<file path="config.mk">
export PLATFORM = sky130hd
export DESIGN_NAME = interrupt_enable_flag_unit
export DESIGN_NICKNAME = d
export VERILOG_FILES = /design/src/irq_flag_pkg.sv /design/src/interrupt_enable_flag_unit.sv /design/src/pin_sync_filter.sv
export SDC_FILE = /design/constraint.sdc
export NUM_CORES = 1
export LEC_CHECK = 0
export BUFFER_PORTS_ARGS = -buffer_cell sky130_fd_sc_hd__buf_4
export CAP_MARGIN = 20
export CORE_MARGIN = 1
export CORE_UTILIZATION = 46
export CTS_CLUSTER_DIAMETER = 50
export CTS_CLUSTER_SIZE = 12
export DETAILED_ROUTE_END_ITERATION = 16
export GPL_ROUTABILITY_DRIVEN = 0
export PLACE_DENSITY = 0.8
export SYNTH_ARGS = -nofsm -noshare
export SYNTH_HDL_FRONTEND = slang
export SYNTH_SLANG_ARGS = --single-unit
</file>
<file path="constraint.sdc">
create_clock -name core_clk -period 1.6 [get_ports core_clk]
set_input_delay 0.32 -clock core_clk [delete_from_list [all_inputs] [get_ports core_clk]]
set_output_delay 0.32 -clock core_clk [all_outputs]
set_load 0.01 [all_outputs]
</file>
<file path="src/irq_flag_pkg.sv">
// Constants, field layouts and carriers for the interrupt enable and flag unit
package irq_flag_pkg;

  // ***********************************************************
  // Register map
  // ***********************************************************
  // Printed register indices, one per bank
  localparam logic [7:0]  CTL_IDX_BANK0 = 8'h0B;
  localparam logic [7:0]  CTL_IDX_BANK1 = 8'h8B;
  // Avalon byte addresses, four times the index
  localparam logic [11:0] CTL_ADDR_BANK0 = 12'(CTL_IDX_BANK0) << 2;
  localparam logic [11:0] CTL_ADDR_BANK1 = 12'(CTL_IDX_BANK1) << 2;
  // Event status and mask registers
  localparam logic [11:0] EVT_STAT_ADDR = 12'h400;
  localparam logic [11:0] EVT_MASK_ADDR = 12'h404;

  // ***********************************************************
  // Reset values and request vector
  // ***********************************************************
  localparam logic [7:0]  CTL_RST      = 8'h00;
  localparam logic [4:0]  EVT_RST      = 5'h00;
  localparam logic [12:0] VECTOR_ADDR  = 13'h0004;
  localparam logic [12:0] VECTOR_IDLE  = 13'h0000;

  // ***********************************************************
  // Port bit positions
  // ***********************************************************
  localparam int EXT_PIN_BIT  = 0;
  localparam int CHG_PIN_LO   = 4;
  localparam int CHG_PIN_HI   = 7;
  // Synchroniser stages before agreement check
  localparam int SYNC_STAGES  = 3;

  // Interrupt control register layout, bit 7 first
  typedef struct packed {
    logic global_irq_enable;
    logic peripheral_irq_enable;
    logic timer_overflow_irq_enable;
    logic ext_pin_irq_enable;
    logic port_change_irq_enable;
    logic timer_overflow_flag;
    logic ext_pin_irq_flag;
    logic port_change_flag;
  } ctl_s;

  // Sticky event layout for status and mask
  typedef struct packed {
    logic irq_raised;
    logic wake;
    logic timer;
    logic ext_pin;
    logic port_change;
  } evt_s;

endpackage : irq_flag_pkg

</file>
<file path="src/interrupt_enable_flag_unit.sv">
// Interrupt enable and flag unit with Avalon-MM register access
`timescale 1ns/1ps
`default_nettype none
module interrupt_enable_flag_unit
  import irq_flag_pkg::*;
#(
  parameter int ADDR_W = 12
)(
  // Clock and resets
  input  wire logic              core_clk,
  input  wire logic              sys_rst,
  input  wire logic              por_rst,
  // Avalon-MM slave
  input  wire logic [ADDR_W-1:0] address,
  input  wire logic              read,
  input  wire logic              write,
  input  wire logic [3:0]        byteenable,
  input  wire logic [31:0]       writedata,
  output logic      [31:0]       readdata,
  output logic                   waitrequest,
  // Interrupt sources
  input  wire logic              timer_overflow,
  input  wire logic [7:0]        second_io_port,
  input  wire logic              ext_edge_rising,
  input  wire logic              cmp_irq_flag,
  input  wire logic              cmp_irq_enable,
  // Core side
  input  wire logic              core_sleeping,
  output logic                   core_irq_req,
  output logic                   wake_req,
  output logic      [12:0]       irq_vector,
  // Event interrupt
  output logic                   evt_irq
);

  // ***********************************************************
  // Helpers
  // ***********************************************************
  // Address matches either bank of the control register
  function automatic logic is_ctl(input logic [ADDR_W-1:0] a);
    is_ctl = (a == ADDR_W'(CTL_ADDR_BANK0)) || (a == ADDR_W'(CTL_ADDR_BANK1));
  endfunction : is_ctl

  // Any enabled source pair, peripheral pair optional
  function automatic logic pair_hit(input ctl_s c, input logic periph);
    pair_hit = (c.timer_overflow_irq_enable && c.timer_overflow_flag)
            || (c.ext_pin_irq_enable && c.ext_pin_irq_flag)
            || (c.port_change_irq_enable && c.port_change_flag)
            || periph;
  endfunction : pair_hit

  // ***********************************************************
  // Declarations
  // ***********************************************************
  ctl_s        ctl_reg;         // Interrupt control register
  evt_s        evt_stat_reg;    // Sticky event status
  evt_s        evt_mask_reg;    // Event mask
  logic [31:0] rdata_reg;       // Read data holding flop
  logic        wait_reg;        // Waitrequest flop
  logic        irq_reg;         // Core request flop
  logic        wake_reg;        // Wake request flop
  logic [12:0] vec_reg;         // Vector output flop
  logic        evt_irq_reg;     // Event interrupt flop
  logic        irq_prev_reg;    // Core request one cycle ago
  logic [4:0]  pin_sel;         // Pins watched by the filter
  logic [4:0]  pin_level;       // Filtered pin levels
  logic [4:0]  pin_chg;         // Filtered change pulses
  logic        bus_req;         // Read or write present
  logic        bus_acc;         // Access completes this edge
  logic        wr_ctl;          // Control register write
  logic        wr_stat;         // Status write one to clear
  logic        wr_mask;         // Mask write
  logic        ext_evt;         // External pin event
  logic        port_evt;        // Upper port change event
  logic        periph_pair;     // Gated comparator pair
  logic        any_pair;        // Any enabled pair incl. peripheral
  logic        irq_next;        // Next core request
  evt_s        evt_set;         // Event set strobes

  // ***********************************************************
  // Pin filtering
  // ***********************************************************
  // Bit zero plus bits seven to four only
  // change bits select
  assign pin_sel = {second_io_port[CHG_PIN_HI:CHG_PIN_LO], second_io_port[EXT_PIN_BIT]};

  // Synchronise and detect agreed changes
  pin_sync_filter #(
    .WIDTH     (5)
  ) u_pins (
    .core_clk  (core_clk),
    .sys_rst   (sys_rst),
    .pin_in    (pin_sel),
    .level_reg (pin_level),
    .chg_reg   (pin_chg)
  );

  assign ext_evt  = pin_chg[0] && (pin_level[0] == ext_edge_rising);
  assign port_evt = |pin_chg[4:1];

  // ***********************************************************
  // Bus decode
  // ***********************************************************
  assign bus_req = read || write;
  assign bus_acc = bus_req && !wait_reg;
  assign wr_ctl  = bus_acc && write && byteenable[0] && is_ctl(address);
  assign wr_stat = bus_acc && write && byteenable[0] && (address == ADDR_W'(EVT_STAT_ADDR));
  assign wr_mask = bus_acc && write && byteenable[0] && (address == ADDR_W'(EVT_MASK_ADDR));

  // Waitrequest low for one cycle after a request is seen
  always_ff @(posedge core_clk)
  begin
    if (sys_rst)
    begin
      wait_reg <= 1'b1;
    end
    else if (bus_req && wait_reg)
    begin
      wait_reg <= 1'b0;
    end
    else
    begin
      wait_reg <= 1'b1;
    end
  end

  // Read data captured while waitrequest is high
  always_ff @(posedge core_clk)
  begin
    if (sys_rst)
    begin
      rdata_reg <= 32'h00000000;
    end
    else if (read && wait_reg)
    begin
      if (is_ctl(address))
      begin
        rdata_reg <= {24'h000000, ctl_reg};
      end
      else if (address == ADDR_W'(EVT_STAT_ADDR))
      begin
        rdata_reg <= {27'h0000000, evt_stat_reg};
      end
      else if (address == ADDR_W'(EVT_MASK_ADDR))
      begin
        rdata_reg <= {27'h0000000, evt_mask_reg};
      end
      else
      begin
        // Unmapped reads return zero
        rdata_reg <= 32'h00000000;
      end
    end
  end

  // ***********************************************************
  // Control register
  // ***********************************************************
  // Software write first, hardware sets win afterwards
  always_ff @(posedge core_clk)
  begin
    if (por_rst)
    begin
      ctl_reg <= CTL_RST;
    end
    else if (sys_rst)
    begin
      ctl_reg <= {7'h00, ctl_reg.port_change_flag};
    end
    else
    begin
      // Plain store of every bit
      if (wr_ctl)
      begin
        ctl_reg <= writedata[7:0];
      end
      if (timer_overflow)
      begin
        ctl_reg.timer_overflow_flag <= 1'b1;
      end
      if (ext_evt)
      begin
        ctl_reg.ext_pin_irq_flag <= 1'b1;
      end
      if (port_evt)
      begin
        ctl_reg.port_change_flag <= 1'b1;
      end
    end
  end

  // ***********************************************************
  // Request and wake
  // ***********************************************************
  // peripheral gate
  assign periph_pair = ctl_reg.peripheral_irq_enable && cmp_irq_flag && cmp_irq_enable;
  assign any_pair    = pair_hit(ctl_reg, periph_pair);
  assign irq_next    = ctl_reg.global_irq_enable && any_pair;

  // Core request and branch vector
  always_ff @(posedge core_clk)
  begin
    if (sys_rst || por_rst)
    begin
      irq_reg      <= 1'b0;
      irq_prev_reg <= 1'b0;
      vec_reg      <= VECTOR_IDLE;
    end
    else
    begin
      irq_reg      <= irq_next;
      irq_prev_reg <= irq_reg;
      vec_reg      <= irq_next ? VECTOR_ADDR : VECTOR_IDLE;
    end
  end

  // Wake ignores the global enable
  always_ff @(posedge core_clk)
  begin
    if (sys_rst || por_rst)
    begin
      wake_reg <= 1'b0;
    end
    else
    begin
      wake_reg <= core_sleeping && any_pair;
    end
  end

  // ***********************************************************
  // Event status, mask and interrupt
  // ***********************************************************
  assign evt_set = '{irq_raised:  irq_next && !irq_reg,
                     wake:        core_sleeping && any_pair && !wake_reg,
                     timer:       timer_overflow,
                     ext_pin:     ext_evt,
                     port_change: port_evt};

  // Write one to clear, set wins
  always_ff @(posedge core_clk)
  begin
    if (sys_rst || por_rst)
    begin
      evt_stat_reg <= EVT_RST;
    end
    else
    begin
      evt_stat_reg <= (evt_stat_reg & ~(wr_stat ? writedata[4:0] : 5'h00)) | evt_set;
    end
  end

  // Mask register
  always_ff @(posedge core_clk)
  begin
    if (sys_rst || por_rst)
    begin
      evt_mask_reg <= EVT_RST;
    end
    else if (wr_mask)
    begin
      evt_mask_reg <= writedata[4:0];
    end
  end

  // Level interrupt from unmasked status
  always_ff @(posedge core_clk)
  begin
    if (sys_rst || por_rst)
    begin
      evt_irq_reg <= 1'b0;
    end
    else
    begin
      evt_irq_reg <= |(evt_stat_reg & evt_mask_reg);
    end
  end

  // ***********************************************************
  // Outputs
  // ***********************************************************
  assign readdata     = rdata_reg;
  assign waitrequest  = wait_reg;
  assign core_irq_req = irq_reg;
  assign wake_req     = wake_reg;
  assign irq_vector   = vec_reg;
  assign evt_irq      = evt_irq_reg;

  // ***********************************************************
  // Checks
  // ***********************************************************
  a_bus_one_wait: assert property (@(posedge core_clk) disable iff (sys_rst || por_rst)
    bus_req && wait_reg |=> !wait_reg ##1 wait_reg)
    else $error("waitrequest not low for exactly one cycle");

  a_flag_any_enable: assert property (@(posedge core_clk) disable iff (sys_rst || por_rst)
    timer_overflow && !ctl_reg.global_irq_enable |=> ctl_reg.timer_overflow_flag)
    else $error("flag not set with enables clear");

  a_global_blocks: assert property (@(posedge core_clk) disable iff (sys_rst || por_rst)
    !ctl_reg.global_irq_enable |=> !irq_reg)
    else $error("request passed with global enable clear");

  a_periph_gate: assert property (@(posedge core_clk) disable iff (sys_rst || por_rst)
    ctl_reg.global_irq_enable && cmp_irq_flag && cmp_irq_enable
    && !ctl_reg.peripheral_irq_enable && !pair_hit(ctl_reg, 1'b0) |=> !irq_reg)
    else $error("peripheral request passed while gated");

  a_timer_sticky: assert property (@(posedge core_clk) disable iff (sys_rst || por_rst)
    ctl_reg.timer_overflow_flag && !wr_ctl |=> ctl_reg.timer_overflow_flag)
    else $error("timer flag dropped without software");

  a_ext_flag_set: assert property (@(posedge core_clk) disable iff (sys_rst || por_rst)
    ext_evt |=> ctl_reg.ext_pin_irq_flag && evt_stat_reg.ext_pin)
    else $error("external event lost");

  a_port_flag_set: assert property (@(posedge core_clk) disable iff (sys_rst || por_rst)
    port_evt |=> ctl_reg.port_change_flag)
    else $error("port change lost");

  a_reset_clears: assert property (@(posedge core_clk) disable iff (por_rst)
    sys_rst |=> ctl_reg[7:1] == 7'h00 && ctl_reg.port_change_flag == $past(ctl_reg.port_change_flag))
    else $error("reset value of control register wrong");

  a_wake_pair: assert property (@(posedge core_clk) disable iff (sys_rst || por_rst)
    core_sleeping && any_pair |=> wake_reg)
    else $error("no wake for enabled pair");

  a_vector_fixed: assert property (@(posedge core_clk) disable iff (sys_rst || por_rst)
    irq_reg |-> vec_reg == VECTOR_ADDR)
    else $error("vector not fixed address");

  a_request_pair: assert property (@(posedge core_clk) disable iff (sys_rst || por_rst)
    !sys_rst && !por_rst |=> irq_reg == $past(ctl_reg.global_irq_enable
      && ((ctl_reg.timer_overflow_irq_enable && ctl_reg.timer_overflow_flag)
      || (ctl_reg.ext_pin_irq_enable && ctl_reg.ext_pin_irq_flag)
      || (ctl_reg.port_change_irq_enable && ctl_reg.port_change_flag)
      || (ctl_reg.peripheral_irq_enable && cmp_irq_flag && cmp_irq_enable))))
    else $error("core request does not follow pair");

  a_evt_irq_level: assert property (@(posedge core_clk) disable iff (sys_rst || por_rst)
    |(evt_stat_reg & evt_mask_reg) |=> evt_irq_reg)
    else $error("event interrupt not raised");

endmodule : interrupt_enable_flag_unit
`default_nettype wire

</file>
<file path="src/pin_sync_filter.sv">
// Three-stage pin synchroniser with agreement check and change pulse
`timescale 1ns/1ps
`default_nettype none
module pin_sync_filter
  import irq_flag_pkg::*;
#(
  parameter int WIDTH = 5
)(
  // Clock and reset
  input  wire logic             core_clk,
  input  wire logic             sys_rst,
  // Asynchronous pins
  input  wire logic [WIDTH-1:0] pin_in,
  // Filtered level and change pulse
  output logic      [WIDTH-1:0] level_reg,
  output logic      [WIDTH-1:0] chg_reg
);

  // Synchroniser chain, stage 0 feeds only stage 1
  logic [WIDTH-1:0] sync_reg [SYNC_STAGES];

  // ***********************************************************
  // Chain
  // ***********************************************************
  // Shift pins through three flops
  always_ff @(posedge core_clk)
  begin
    sync_reg[0] <= pin_in;
    for (int i = 1; i < SYNC_STAGES; i++)
    begin
      sync_reg[i] <= sync_reg[i-1];
    end
  end

  // ***********************************************************
  // Agreement and change
  // ***********************************************************
  // Accept a new level once stages two and three agree
  always_ff @(posedge core_clk)
  begin
    if (sys_rst)
    begin
      level_reg <= '0;
      chg_reg   <= '0;
    end
    else
    begin
      for (int b = 0; b < WIDTH; b++)
      begin
        // Bit is taken only on agreement
        if (sync_reg[1][b] == sync_reg[2][b])
        begin
          level_reg[b] <= sync_reg[2][b];
          chg_reg[b]   <= sync_reg[2][b] != level_reg[b];
        end
        else
        begin
          chg_reg[b] <= 1'b0;
        end
      end
    end
  end

  // Change pulse always carries the new level
  a_chg_new_level: assert property (@(posedge core_clk) disable iff (sys_rst)
    |chg_reg |-> level_reg != $past(level_reg))
    else $error("change pulse without level change");

endmodule : pin_sync_filter
`default_nettype wire

</file>
==> impl_metrics.toml <==
[place]
place_hpwl_mm = 3.62
dp_cells = 375
placed_area_mm2 = 0.00271
numPortBuffers = 48

[synth]
synth_top_family_by_area = "simple AND/OR/NAND/NOR gates"
synth_xor_area_frac = 0.00367
syn_area_per_cell_um2 = 9.15
syn_area_mm2 = 0.00239
ys_ff_latch = 55
synth_enable_flop_cells = 0
yosys.area_share.simple = 0.183
yosysWarnings = 0
synth-main-ff-cell = "dfxtp_1"
synthCells = 261
synthMuxAreaShare = 0.0236
synthArstFlopShare = 0
ys_seq_area_frac = 0.461
synthAdderAreaFrac = 0
synth.distinct_cells = 38
synth_compound_area_frac = 0.169

[global_route]
grt_pass1_vias = 1760
overflow = 0
grtUsageTotal = 0.183
grtUsageMet3 = 0.0434
grt_max_degree = 21
busiest_layer = "met2"
antenna_found_initial = 0
grtUsageMet2 = 0.331
met1_usage = 0.209
grt_pass1_wl_mm = 7.64

[sta]
max_freq_mhz = 726
period_share = 0.861
rsz0062_at_grt = "no"
period_minus_slack_ps = 1380
finalHoldViolCount = 0
setup_viol = 0
clock_skew_ps = 7.94
fin_tns_setup_ps = 0
slew_viol_final = 0

[clock_tree]
hold_buffers = 0
h-tree-depth = 2
clk_pin_slew_worst_paths_ps = 90
clockBufferDepth = 2
root_buffer = "clkbuf_8"
cts_tree = "built"
clk-insertion-delay-late_ps = 310
post-cts-setup-buffers = 0
post_cts_resize_count = 0
cts.sinks = 55
cts_buffers = 5

[power_and_ir_drop]
power_leakage_uw = 0.00116
switchingPower_uw = 580
p_sw_frac = 0.227
combPwrFrac = 0.089
seqPwrFrac = 0.565
power.density_mw_per_mm2 = 909
pwr-share-clk = 0.347
irDropWorstVdd_mv = 0.759
power.total_uw = 2550
p_int_uw = 1970

[outcome]
status = "finished clean"

[worst_setup_path]
arrival_ps = 1580
r2r_setup_slack_ps = 220
cp_max_fo = 4
endpoint_kind = "flop"
path_class = "flop to flop"
cp.required_ps = 1800
critPathLaunchType = "flop"

[detailed_routing]
vias_per_cell = 5.03
vias = 1920
postRouteAntennaNets = 0
drt_iter0_drc = 143
wl_per_cell_um = 12.3
drc_errors = 0
totalWireLength_mm = 4.70
first_pass_iters = 4

[die]
core_mm2 = 0.00485
ios = 115
die_x_um = 74.0
rows = 25
initial_core_util = 0.492
die-area_mm2 = 0.00548
fp.dieH_um = 74.0

[cells_and_area]
drive_gt1_frac = 0.254
largest_reg_flops = 15
area_growth_pct = 17.6
fin_area_mm2 = 0.00281
antenna_cells = 0
final_cells = 382
nets = 381

[hold_path]
hp-class = "primary input to flop"

[job]
cap_violations = 0
[path summary, 6_finish.rpt]
| kind | depth (start not counted) | startpoint | end |
|---|---|---|---|
| worst max register to register | 4 | u_pins.chg_reg[2] | ctl_reg[0] |
| worst min register to register | 0 | u_pins.sync_reg[0][3] | u_pins.sync_reg[0][8] |
| worst min-delay path | 1 | second_io_port[5] | u_pins.sync_reg[0][2] |
| worst max-delay path | 4 | u_pins.chg_reg[2] | ctl_reg[0] |
[synthesized netlist by cell type (3+ instances only)]
master    number  share of area
a21oi_1       33          0.069
o21ai_0       14          0.029
or3_1          3         0.0079
dfxtp_1       55           0.46
inv_1         10          0.016
a31oi_1        3         0.0079
nand4_1        8          0.021
clkbuf_1       4         0.0063
nand3_1       10          0.021
mux2_2         5          0.024
nand2_1       17          0.027
nor2_1        11          0.017
o31ai_1       10          0.031
or3b_2         5          0.018
buf_4         39           0.12
nand3b_1       5          0.016
[layout make-up]
class	count	area, um2
multi-input cells	184	1040
clock buffers	6	72.6
well taps	67	83.8
fillers	474	2040
repair buffers	59	443
inverters	10	37.5
clock inverters	1	30.0
flip-flops and latches	55	1100
[layout by cell type (no fill, tap or decap)]
cell | netlist | layout
o31ai_1 | 10 | 10
a311oi_1 | 1 | 1
nand3_1 | 10 | 10
xnor2_1 | 1 | 1
mux2_2 | 5 | 5
a32o_1 | 2 | 2
nand4b_1 | 1 | 1
a222oi_1 | 2 | 2
a21oi_1 | 33 | 33
dfxtp_1 | 55 | 55
bufinv_16 | 0 | 1
clkbuf_1 | 4 | 1
and4_1 | 1 | 1
and3_1 | 2 | 2
nor3_4 | 1 | 1
buf_4 | 39 | 59
nand4_1 | 8 | 8
a31oi_1 | 3 | 3
nand2_1 | 17 | 17
nor2b_1 | 1 | 1
conb_1 | 1 | 36
or2_2 | 1 | 1
or3_1 | 3 | 3
nand3b_1 | 5 | 5
or3b_2 | 5 | 5
and2_2 | 1 | 1
nor2_2 | 1 | 1
inv_1 | 10 | 10
a22oi_1 | 1 | 1
o311a_1 | 1 | 1
nor2_1 | 11 | 11
o21ai_0 | 14 | 14
and4b_1 | 2 | 2
or4_1 | 1 | 1
o211ai_1 | 1 | 1
nor3_1 | 2 | 2
clkbuf_8 | 0 | 5
nand4_4 | 1 | 1
[per-stage QoR]
stage | worst slack [ps] | hold WS (ps) | utilization
floorplan | 234 | 310 | -
global placement | 36.1 | 310 | 0.558
detailed placement | 40.9 | 314 | 0.558
CTS | 208 | 97.8 | 0.579
global route | 116 | 87.9 | 0.579
finish | 222 | 109 | 0.579
[worst max-delay path: stages (launching register included)]
cell,delay [ps]
dfxtp_1,300
or4_1,580
nor3_1,160
nand3_1,100
o311a_1,130
[power by group through the flow]
stage / logic (uW) / clock network [uW] / registers (uW)
6_report: 226 / 884 / 1440
5_1_grt: 252 / 956 / 1450
4_1_cts: 226 / 904 / 1440
3_5_place_dp: 226 / 0 / 1470
3_3_place_gp: 221 / 0 / 1470
2_1_floorplan: 187 / 0 / 1470
[logic make-up after synthesis]
| kind of cell | after synthesis |
|---|---|
| AOI/OAI and AO/OA | 68 |
| xor gates and xnor gates | 1 |
| buffers and inverters | 57 |
| DFF | 55 |
| muxes | 5 |
| other | 1 |
| and+or+nand+nor | 74 |
[routing by layer]
metal	vias to the layer above	share of wire
met4	0	0.018
met2	64	0.50
met5	-	0
met1	886	0.42
li1	961	-
met3	9	0.059
Note: power is estimated with default switching activity, not from simulation.
